$ cat src/rtl/mbag_pkg.sv
package mbag_pkg;

    // ****************************************************************
    // Register map
    // ****************************************************************
    localparam logic [3:0] REG_X_BUFFER_START = 4'h0;
    localparam logic [3:0] REG_X_BUFFER_END = 4'h1;
    localparam logic [3:0] REG_Y_BUFFER_START = 4'h2;
    localparam logic [3:0] REG_Y_BUFFER_END = 4'h3;
    localparam logic [3:0] REG_ADDRESS_MODE_CONTROL = 4'h4;
    localparam logic [3:0] REG_BIT_REVERSE_CONTROL = 4'h5;
    localparam logic [3:0] REG_TABLE_PAGE = 4'h6;
    localparam logic [3:0] REG_VISIBILITY_PAGE = 4'h7;
    localparam logic [3:0] REG_CORE_CONTROL = 4'h8;

    // ****************************************************************
    // Field positions and reset values
    // ****************************************************************
    localparam int X_SEL_LSB = 0;
    localparam int Y_SEL_LSB = 4;
    localparam int BR_SEL_LSB = 8;
    localparam int X_EN_BIT = 15;
    localparam int Y_EN_BIT = 14;
    localparam int BR_EN_BIT = 15;
    localparam int VIS_EN_BIT = 2;
    localparam int CFG_PAGE_BIT = 7;
    localparam int MAP_EA_BIT = 15;
    localparam logic [3:0] SEL_OFF = 4'hF;
    localparam logic [15:0] RST_BUF = 16'h0000;
    localparam logic [15:0] RST_MODE = 16'h0FFF;
    localparam logic [15:0] RST_BREV = 16'h0000;
    localparam logic [7:0] RST_PAGE = 8'h00;
    localparam logic [15:0] RST_CORE = 16'h0000;

    // ****************************************************************
    // Access kinds and carriers
    // ****************************************************************
    typedef enum logic [2:0] {
        MODE_INDIRECT = 3'b000,
        MODE_POST_INC = 3'b001,
        MODE_POST_DEC = 3'b010,
        MODE_PRE_INC = 3'b011,
        MODE_PRE_DEC = 3'b100,
        MODE_REG_OFFSET = 3'b101
    } mbag_mode_t;

    typedef struct packed {
        logic valid;
        logic write;
        logic y_space;
        logic byte_access;
        logic [3:0] pointer_sel;
        mbag_mode_t mode;
        logic [15:0] pointer;
        logic [15:0] offset;
    } mbag_req_t;

    typedef struct packed {
        logic valid;
        logic [15:0] ea;
        logic writeback;
        logic [15:0] new_pointer;
        logic circular;
        logic bitrev;
    } mbag_rsp_t;

    typedef struct packed {
        logic valid;
        logic table_access;
        logic [15:0] ea;
        logic [21:0] pc;
    } mbag_preq_t;

    typedef struct packed {
        logic valid;
        logic mapped;
        logic config_space;
        logic [23:0] addr;
    } mbag_prsp_t;

endpackage

$ cat src/rtl/mbag_top.sv
`timescale 1ns/10ps
// Contract
// - Four 16-bit circular buffer boundary registers.
// - Y circular addresses keep bit zero clear.
// - Length from start and end, up to 32K words.
// - X select in control 3:0, 15 disables.
// - X circular needs select not 15, bit 15.
// - Y select 7:4, enable bit 14.
// - Compare beyond boundaries, overshoots still corrected.
// - Write back only for pre or post modify.
// - Bit reversal only for X data writes.
// - Reverse modifier bits, add with reversed carry.
// - Bit reversal needs select, enable, increment mode.
// - Modifier in bits 14:0, scaled to bytes.
// - Byte writes or other modes: normal address.
// - Reversed modifier replaces increment, bit zero clear.
// - Bit reversal wins over X write circular.
// - Table address is page above effective address.
// - Mapped address is page above fifteen bits.
// - Mapped bit 15 from page bit 0, 23 zero.
// - Mapping needs EA bit 15 and visibility enable.
module mbag_top (
    input wire logic clk,
    input wire logic nrst,
    input wire logic [3:0] reg_addr,
    input wire logic [15:0] reg_wdata,
    input wire logic reg_wr,
    input wire logic reg_rd,
    output logic [15:0] reg_rdata,
    input wire mbag_pkg::mbag_req_t req,
    output mbag_pkg::mbag_rsp_t rsp,
    input wire mbag_pkg::mbag_preq_t preq,
    output mbag_pkg::mbag_prsp_t prsp
);

    // ****************************************************************
    // State
    // ****************************************************************
    typedef struct packed {
        logic [15:0] x_start;
        logic [15:0] x_end;
        logic [15:0] y_start;
        logic [15:0] y_end;
        logic [15:0] mode_ctl;
        logic [15:0] brev_ctl;
        logic [7:0] tbl_page;
        logic [7:0] vis_page;
        logic [15:0] core_ctl;
        logic [15:0] rdata;
        mbag_pkg::mbag_rsp_t rsp;
        mbag_pkg::mbag_prsp_t prsp;
    } mbag_state_t;

    mbag_state_t st_r;
    mbag_state_t st_nxt;

    logic [15:0] step;
    logic [15:0] raw_ea;
    logic [15:0] mod_addr;
    logic [15:0] lo_b;
    logic [15:0] hi_b;
    logic [15:0] rev_mod;
    logic [15:0] rev_ptr;
    logic [15:0] rev_sum;
    logic [15:0] br_addr;
    logic x_circ_on;
    logic y_circ_on;
    logic circ_hit;
    logic br_on;
    logic inc_mode;
    logic modify_mode;
    logic pre_mode;
    logic [3:0] x_sel;
    logic [3:0] y_sel;
    logic [3:0] br_sel;
    logic x_en;
    logic y_en;
    logic br_en;
    logic x_match;
    logic y_match;
    logic br_match;
    logic step_down;
    logic over_end;
    logic under_start;
    logic [15:0] overshoot_up;
    logic [15:0] overshoot_down;
    logic [15:0] wrap_up;
    logic [15:0] wrap_down;
    logic [15:0] circ_addr;
    logic map_on;
    logic [23:0] code_addr;
    logic [23:0] table_addr;
    logic [23:0] map_addr;

    // Bit reversal of the operands turns the reversed-carry add into an ordinary add.
    genvar gi;
    generate
        for (gi = 0; gi < 16; gi++) begin : g_rev
            assign rev_mod[gi] = st_r.brev_ctl[14 - gi + ((gi == 15) ? 15 : 0)] & (gi != 15);
            assign rev_ptr[gi] = req.pointer[15 - gi];
            assign br_addr[gi] = rev_sum[15 - gi];
        end
    endgenerate

    // The reversed modifier already sits one place up, which scales it to byte addresses.
    assign rev_sum = rev_ptr + rev_mod;

    // ****************************************************************
    // Next state
    // ****************************************************************
    always_comb begin
        inc_mode = (req.mode == mbag_pkg::MODE_PRE_INC) || (req.mode == mbag_pkg::MODE_POST_INC);
        pre_mode = (req.mode == mbag_pkg::MODE_PRE_INC) || (req.mode == mbag_pkg::MODE_PRE_DEC);
        modify_mode = inc_mode || pre_mode || (req.mode == mbag_pkg::MODE_POST_DEC);
        case (req.mode)
            mbag_pkg::MODE_POST_INC, mbag_pkg::MODE_PRE_INC: step = req.offset;
            mbag_pkg::MODE_POST_DEC, mbag_pkg::MODE_PRE_DEC: step = 16'h0000 - req.offset;
            mbag_pkg::MODE_REG_OFFSET: step = req.offset;
            default: step = 16'h0000;
        endcase
        raw_ea = req.pointer + step;
        lo_b = req.y_space ? st_r.y_start : st_r.x_start;
        hi_b = req.y_space ? st_r.y_end : st_r.x_end;
    end

    // ****************************************************************
    // Control fields
    // ****************************************************************
    assign x_sel = st_r.mode_ctl[mbag_pkg::X_SEL_LSB +: 4];
    assign y_sel = st_r.mode_ctl[mbag_pkg::Y_SEL_LSB +: 4];
    assign br_sel = st_r.mode_ctl[mbag_pkg::BR_SEL_LSB +: 4];
    assign x_en = st_r.mode_ctl[mbag_pkg::X_EN_BIT];
    assign y_en = st_r.mode_ctl[mbag_pkg::Y_EN_BIT];
    assign br_en = st_r.brev_ctl[mbag_pkg::BR_EN_BIT];
    assign x_match = (req.pointer_sel == x_sel);
    assign y_match = (req.pointer_sel == y_sel);
    assign br_match = (req.pointer_sel == br_sel);
    assign x_circ_on = (x_sel != mbag_pkg::SEL_OFF) && x_en;
    assign y_circ_on = (y_sel != mbag_pkg::SEL_OFF) && y_en;
    assign br_on = (br_sel != mbag_pkg::SEL_OFF) && br_en && br_match && inc_mode
        && req.write && !req.y_space && !req.byte_access;
    assign circ_hit = req.y_space ? (y_circ_on && y_match)
        : (x_circ_on && x_match && !br_on);

    // ****************************************************************
    // Boundary compare
    // ****************************************************************
    // Greater and less compares let a pointer that jumps past a boundary still wrap.
    assign step_down = step[15];
    assign over_end = (raw_ea > hi_b) && !step_down;
    assign under_start = (raw_ea < lo_b) && step_down;
    assign overshoot_up = raw_ea - hi_b;
    assign overshoot_down = lo_b - raw_ea;
    assign wrap_up = lo_b + overshoot_up - 16'h0001;
    assign wrap_down = hi_b - overshoot_down + 16'h0001;

    // Length is implicit; the 16-bit span covers buffers of up to 32K words.
    always_comb begin
        circ_addr = raw_ea;
        if (circ_hit && over_end) begin
            circ_addr = wrap_up;
        end else if (circ_hit && under_start) begin
            circ_addr = wrap_down;
        end
        if (circ_hit && req.y_space) begin
            circ_addr[0] = 1'b0;
        end
    end

    // ****************************************************************
    // Program address sources
    // ****************************************************************
    assign code_addr = {1'b0, preq.pc, 1'b0};
    assign table_addr = {st_r.tbl_page, preq.ea};
    assign map_addr = {1'b0, st_r.vis_page, preq.ea[14:0]};
    assign map_on = preq.ea[mbag_pkg::MAP_EA_BIT]
        && st_r.core_ctl[mbag_pkg::VIS_EN_BIT];

    // ****************************************************************
    // Response and registers
    // ****************************************************************
    always_comb begin
        st_nxt = st_r;
        st_nxt.rdata = 16'h0000;
        mod_addr = circ_addr;
        if (br_on) begin
            mod_addr = {br_addr[15:1], 1'b0};
        end

        st_nxt.rsp.valid = req.valid;
        st_nxt.rsp.circular = req.valid && circ_hit;
        st_nxt.rsp.bitrev = req.valid && br_on;
        st_nxt.rsp.new_pointer = modify_mode ? mod_addr : req.pointer;
        st_nxt.rsp.writeback = req.valid && modify_mode;
        if (req.mode == mbag_pkg::MODE_POST_INC || req.mode == mbag_pkg::MODE_POST_DEC) begin
            st_nxt.rsp.ea = req.pointer;
        end else if (req.mode == mbag_pkg::MODE_INDIRECT) begin
            st_nxt.rsp.ea = req.pointer;
        end else begin
            st_nxt.rsp.ea = mod_addr;
        end

        // ************************************************************
        // Program address
        // ************************************************************
        st_nxt.prsp.valid = preq.valid;
        st_nxt.prsp.mapped = 1'b0;
        st_nxt.prsp.config_space = 1'b0;
        st_nxt.prsp.addr = code_addr;
        if (preq.table_access) begin
            st_nxt.prsp.addr = table_addr;
            st_nxt.prsp.config_space = st_r.tbl_page[mbag_pkg::CFG_PAGE_BIT];
        end else if (map_on) begin
            st_nxt.prsp.mapped = 1'b1;
            st_nxt.prsp.addr = map_addr;
        end

        // ************************************************************
        // Register port
        // ************************************************************
        if (reg_wr) begin
            case (reg_addr)
                mbag_pkg::REG_X_BUFFER_START: st_nxt.x_start = reg_wdata;
                mbag_pkg::REG_X_BUFFER_END: st_nxt.x_end = reg_wdata;
                mbag_pkg::REG_Y_BUFFER_START: st_nxt.y_start = reg_wdata;
                mbag_pkg::REG_Y_BUFFER_END: st_nxt.y_end = reg_wdata;
                mbag_pkg::REG_ADDRESS_MODE_CONTROL: st_nxt.mode_ctl = reg_wdata;
                mbag_pkg::REG_BIT_REVERSE_CONTROL: st_nxt.brev_ctl = reg_wdata;
                mbag_pkg::REG_TABLE_PAGE: st_nxt.tbl_page = reg_wdata[7:0];
                mbag_pkg::REG_VISIBILITY_PAGE: st_nxt.vis_page = reg_wdata[7:0];
                mbag_pkg::REG_CORE_CONTROL: st_nxt.core_ctl = reg_wdata;
                default: st_nxt.rdata = 16'h0000;
            endcase
        end
        if (reg_rd) begin
            case (reg_addr)
                mbag_pkg::REG_X_BUFFER_START: st_nxt.rdata = st_r.x_start;
                mbag_pkg::REG_X_BUFFER_END: st_nxt.rdata = st_r.x_end;
                mbag_pkg::REG_Y_BUFFER_START: st_nxt.rdata = st_r.y_start;
                mbag_pkg::REG_Y_BUFFER_END: st_nxt.rdata = st_r.y_end;
                mbag_pkg::REG_ADDRESS_MODE_CONTROL: st_nxt.rdata = st_r.mode_ctl;
                mbag_pkg::REG_BIT_REVERSE_CONTROL: st_nxt.rdata = st_r.brev_ctl;
                mbag_pkg::REG_TABLE_PAGE: st_nxt.rdata = {8'h00, st_r.tbl_page};
                mbag_pkg::REG_VISIBILITY_PAGE: st_nxt.rdata = {8'h00, st_r.vis_page};
                mbag_pkg::REG_CORE_CONTROL: st_nxt.rdata = st_r.core_ctl;
                default: st_nxt.rdata = 16'h0000;
            endcase
        end
    end

    always_ff @(posedge clk or negedge nrst) begin
        if (!nrst) begin
            st_r.x_start <= mbag_pkg::RST_BUF;
            st_r.x_end <= mbag_pkg::RST_BUF;
            st_r.y_start <= mbag_pkg::RST_BUF;
            st_r.y_end <= mbag_pkg::RST_BUF;
            st_r.mode_ctl <= mbag_pkg::RST_MODE;
            st_r.brev_ctl <= mbag_pkg::RST_BREV;
            st_r.tbl_page <= mbag_pkg::RST_PAGE;
            st_r.vis_page <= mbag_pkg::RST_PAGE;
            st_r.core_ctl <= mbag_pkg::RST_CORE;
            st_r.rdata <= 16'h0000;
            st_r.rsp <= '0;
            st_r.prsp <= '0;
        end else begin
            st_r <= st_nxt;
        end
    end

    assign reg_rdata = st_r.rdata;
    assign rsp = st_r.rsp;
    assign prsp = st_r.prsp;

endmodule

$ cat config.mk
export PLATFORM = sky130hd
export DESIGN_NAME = mbag_top
export DESIGN_NICKNAME = d
export VERILOG_FILES = /design/src/rtl/mbag_pkg.sv /design/src/rtl/mbag_top.sv
export SDC_FILE = /design/constraint.sdc
export NUM_CORES = 1
export LEC_CHECK = 0
export BUFFER_PORTS_ARGS = -buffer_cell sky130_fd_sc_hd__clkbuf_2
export CAP_MARGIN = 20
export CELL_PAD_IN_SITES_DETAIL_PLACEMENT = 0
export CELL_PAD_IN_SITES_GLOBAL_PLACEMENT = 1
export CORE_ASPECT_RATIO = 0.6
export CORE_MARGIN = 1
export CORE_UTILIZATION = 40
export CTS_CLUSTER_SIZE = 8
export DETAILED_ROUTE_END_ITERATION = 10
export PLACE_DENSITY = 0.7
export RECOVER_POWER = 25
export SLEW_MARGIN = 10
export SYNTH_ARGS = -nofsm -noshare
export SYNTH_HDL_FRONTEND = slang
export SYNTH_SLANG_ARGS = --single-unit
$ cat constraint.sdc
create_clock -name clk -period 3.9 [get_ports clk]
set_input_delay 0.195 -clock clk [delete_from_list [all_inputs] [get_ports clk]]
set_output_delay 0.195 -clock clk [all_outputs]
set_load 0.02 [all_outputs]
## Yosys cells after proc, flatten, opt, wreduce, memory -nomap -nowiden

Index checks and enable logic that the tools add are counted.
Widths: inputs -> output; s select.

- Flip-flop bits (word level): 207
- Logic and storage cells: 110
- Output and inout bits: 79
- Input bits: 107

- Multiplexer cells: 18
- Add/subtract/negate cells: 9
- Eq/ne operators: 19
- Order comparisons: 2
- Reductions and logical operators: 42

Operator list:

| kind | count |
|---|---|
| $mux 16 | 9 |
| $pmux 16 s9 | 1 |
| $sub 16x16->16 | 3 |
| $add 16x16->16 | 2 |
| $pmux 16 s2 | 1 |
| $mux 24 | 1 |
| $mux 23 | 1 |
| $logic_and 1x1->1 | 20 |
| $reduce_and 2->1 | 9 |
| $add 16x1->16 const B | 1 |
| $eq 4x3->1 const B | 4 |
| $gt 16x16->1 | 1 |
| $lt 16x16->1 | 1 |
| $sub 1x16->16 const A | 1 |
| $sub 16x1->16 const B | 1 |
| $add 15x15->15 | 1 |
| $eq 4x4->1 | 3 |
| $ne 4x4->1 const B | 3 |
| $eq 4x2->1 const B | 2 |
| $eq 3x2->1 const B | 2 |
| $eq 3x3->1 const B | 2 |
| $logic_or 1x1->1 | 5 |
| $mux 1 | 5 |
| $eq 4x1->1 const B | 1 |
| other kinds (7) | 10 |

## Depth between registers and ports, before layout

- Depth in word-level cells: 17
- Mapped depth: 26
- Gate-level depth less buffers: 25

## Worst setup path after synthesis

No wires, ideal clock.

- Path type: input to register
- Start: input port req[34] in the netlist's numbering
- End: register rsp[30] (netlist name)
- Arrival time: 5.058 ns
- Library setup time: 0.133 ns
- Setup slack: -1.291 ns
- Stages: 21
- Required time: 3.767 ns
- Buffers on the path: 2
- Cells stage by stage: buf_2 -> xor2_1 -> nor2b_1 -> clkbuf_1 -> a22o_1 -> ha_1 -> a21o_1 -> a21oi_1 -> o21ai_0 -> xor2_1 -> fa_1 -> ha_1 -> o21ai_0 -> a221oi_1 -> a211oi_1 -> o21bai_1 -> a21o_1 -> xor2_1 -> mux2_1 -> a221oi_2 -> a21oi_1

RTL lines:

| item | RTL line | RTL |
|---|---|---|
| start: declaration | mbag_top.sv:30 | `input wire mbag_pkg::mbag_req_t req,` |

==> impl_metrics.toml <==
[run_status]
status = "finished with violations"
violations = "design-rule violations, max-capacitance violations, max-slew violations, negative setup slack"

[worst_setup_path]
end_kind = "flop"
path_buf_inv = 3
reg2reg_setup_slack_ns = -0.04
max_stage_delay_ns = 0.55
timing.rr.end = "rsp[16]$_DFF_PN0_"
endpoint = "rsp[22]$_DFF_PN0_"
cp.arrival_ns = 5.08
r2r-start = "st_r[161]$_DFFE_PN0P_"
path_max_fanout = 7
crit_path_top_delay_cell = "or4_4"
path_depth = 22
cp-startpoint = "req[5]"
crit_required_ns = 4.34
critPathTopFamily = "simple AND/OR/NAND/NOR gates"
critPathLaunchType = "input port"
crit_type = "input port to flop"
ff2ff_path_depth = 15
path_cells = "buf_6, or4_4, or4_4, or3_4, buf_4, nor4_1, o21ai_0, o21ai_1, ha_4, nand3b_1, and2_4, o211ai_4, ha_4, and4_4, and3_4, o311ai_2, and3_1, nand4bb_4, nand2_4, buf_12, o21ai_1, mux2_2"

[timing]
period_minus_slack_ns = 4.65
max-slew-margin-rel_pct = -88.3
rsz0062_at_grt = "yes"
holdWs_ns = 0.00972
fmax_ghz = 0.215
finalHoldViolCount = 0
finalSetupViolCount = 32
finalMaxSlewViolations = 108
setup_slack_ns = -0.745
fin_skew_ns = 0.0158
min_period_over_period_pct = 119
worstMarginPinSlew_ns = 2.83

[cells_and_area]
drive_above_1_share_pct = 43.6
fill_cells = 3142
utilization_pct = 55.8
stdcell_count = 2292
nets = 2033
area_delta_synth_final_pct = 36.3

[cts]
clockBufferDepth = 3
cts_root_buf = "clkbuf_16"
clock_latency_ns = 0.56
clk_pin_slew_ns = 0.05
cts_buffers = 29
cts.sinks = 206
htreeDepth = 1
cts_tree = "done"

[synth]
yosys-top-cells-area = "dfrtp_1, mux2_2, ha_1, mux2i_1, fa_1"
synth-seq-area-share_pct = 35.8
ys_types = 82
ys_ff_latch = 206
synth_edf_count = 0
synth-warning-count = 0
synth.most_common_cell = "dfrtp_1"
netlist_area_um2 = 14400
syn_area_per_cell_um2 = 10.4
synth_top_area_share_pct = 33.6
synth_top_cells_by_count = "dfrtp_1, mux2_2, nor2_1"
synth_fp_nets = 1626
synth-async-reset-ratio_pct = 100
synthesis.instances = 1395
synthFlopType = "dfrtp_1"
synth_top_area_cell = "dfrtp_1"

[run]
maxCapViolCount = 1

[drt]
vias_per_cell = 5.45
routed_wl_um = 48100
wl_per_cell_um = 21.0
drtIter0Drc = 1032
num_vias = 12501
drc = 8
ant_nets = 0
dr.pass1.iters = 8

[die]
fp.dieW_um = 247
core_area_um2 = 35300
io_pins = 186
dieArea_um2 = 36900
die_h_um = 149
num_rows = 53
start_util_pct = 41.0

[pwr]
p_leak_nw = 9.13
powerDensity_nw_per_um2 = 634
max-vdd-ir-drop_mv = 0.328
fin_total_pwr_mw = 12.5

[grt]
grt_overflow = 0
grt_pass1_wl_um = 71700
grt_start_max_net_pins = 109
grt.total_usage_pct = 25.5
antenna_found_initial = 1
grt_pass1_vias = 12203

[placement]
io_buffers = 185
dp_hpwl_um = 36100
dp_slack_ns = -1.71
place_congestion = 0.925
placed_cells = 2161

[worst_hold_path]
hold_class = "input port to flop"
[worst min-delay path by stage]
stage,slack (ns),startpoint,cells past startpoint,to
2_1_floorplan,-0.10,nrst,0,br_en$_DFFE_PN0P_
3_3_place_gp,0.30,preq[39],1,prsp[26]$_DFF_PN0_
3_5_place_dp,0.31,nrst,1,rsp[5]$_DFF_PN0_
4_1_cts,0.0008,reg_wdata[11],2,rev_mod[3]$_DFFE_PN0P_
5_1_grt,0.01,req[22],3,rsp[25]$_DFF_PN0_
6_report,0.01,reg_wdata[12],2,st_r[203]$_DFFE_PN0P_
[flip-flops by register name (all words and copies together) (netlist names)]
signal / count
br_en: 1
br_sel: 4
map_addr: 8
prsp: 26
reg_rdata: 16
rev_mod: 15
rsp: 36
st_r: 100
[final cells by class]
type / instances / area (um2) / share of cell area, %
Timing Repair Buffer: 499 / 3570 / 18.1
Antenna cell: 1 / 2.50 / 0.0127
Tap cell: 467 / 584 / 2.97
Inverter: 59 / 226 / 1.15
Multi-Input combinational cell: 1007 / 9320 / 47.3
Clock buffer: 53 / 826 / 4.19
Sequential cell: 206 / 5170 / 26.2
[per-layer routing]
layer / vias to the layer above / GRT usage [%] / share of wire [%] / routed length [um]
met2: 447 / 36.5 / 42 / 20200
met5: - / 0 / 0 / 0
met1: 6191 / 40.1 / 49 / 23600
met3: 60 / 3.87 / 7.1 / 3410
li1: 5803 / - / - / -
met4: 0 / 4.94 / 1.8 / 882
[kinds of logic after synthesis]
kind of cell / count (synthesis) / synth area share [%]
buffers and inverters: 182 / 6.90
AO/OA/AOI/OAI: 289 / 13.5
flip-flops: 206 / 35.8
AND/OR/NAND/NOR: 299 / 10.1
multiplexers: 232 / 17.6
adder cells (fa/ha/maj): 124 / 12.4
XOR/XNOR: 63 / 3.82
[through the flow]
step	TNS (ns)	instance area, um2
CTS	-20.09	19200
floorplan	-28.81	14700
global placement	-43.33	17300
finish	-22.07	19700
global route	-27.76	19700
detailed placement	-46.15	17300
[timing repair]
action / 4_1_cts / 5_1_grt
gates cloned: 0 / 1
setup endpoints to repair: 32 / 32
gates resized for setup: 85 / 89
setup buffers: 10 / 12
endpoints found under the hold margin: 179 / 0
hold buffers: 56 / 0
pin swaps: 67 / 51
[where the power goes]
part / switching, mW / total, mW / internal, mW
clock network: 0.955 / 2.35 / 1.40
registers: 0.334 / 2.92 / 2.58
logic: 3.66 / 7.21 / 3.55
[worst register-to-register path, stage by stage, from the launching register on]
cell and delay, ns:
dfrtp_1 0.38, mux2i_1 0.27, inv_1 0.11, fa_1 0.51
ha_1 0.36, a211oi_2 0.25, buf_4 0.17, o21ai_2 0.09
a311oi_4 0.38, nor2_2 0.09, buf_4 0.16, o211a_1 0.21
a311o_1 0.34, mux2_4 0.27, nand2_2 0.07, a31oi_1 0.09
[cell usage in the layout, fill, tap and decap left out, types with 54 or more instances in the layout]
master and instances:
nand2_1 73, buf_4 237, clkbuf_2 178, dfrtp_1 194, mux2_2 150, ha_1 74, mux2i_1 66, a21oi_1 54
inv_1 57, dlygate4sd3_1 56, nor2_1 82
No activity file was read; power rests on OpenSTA's default activity.
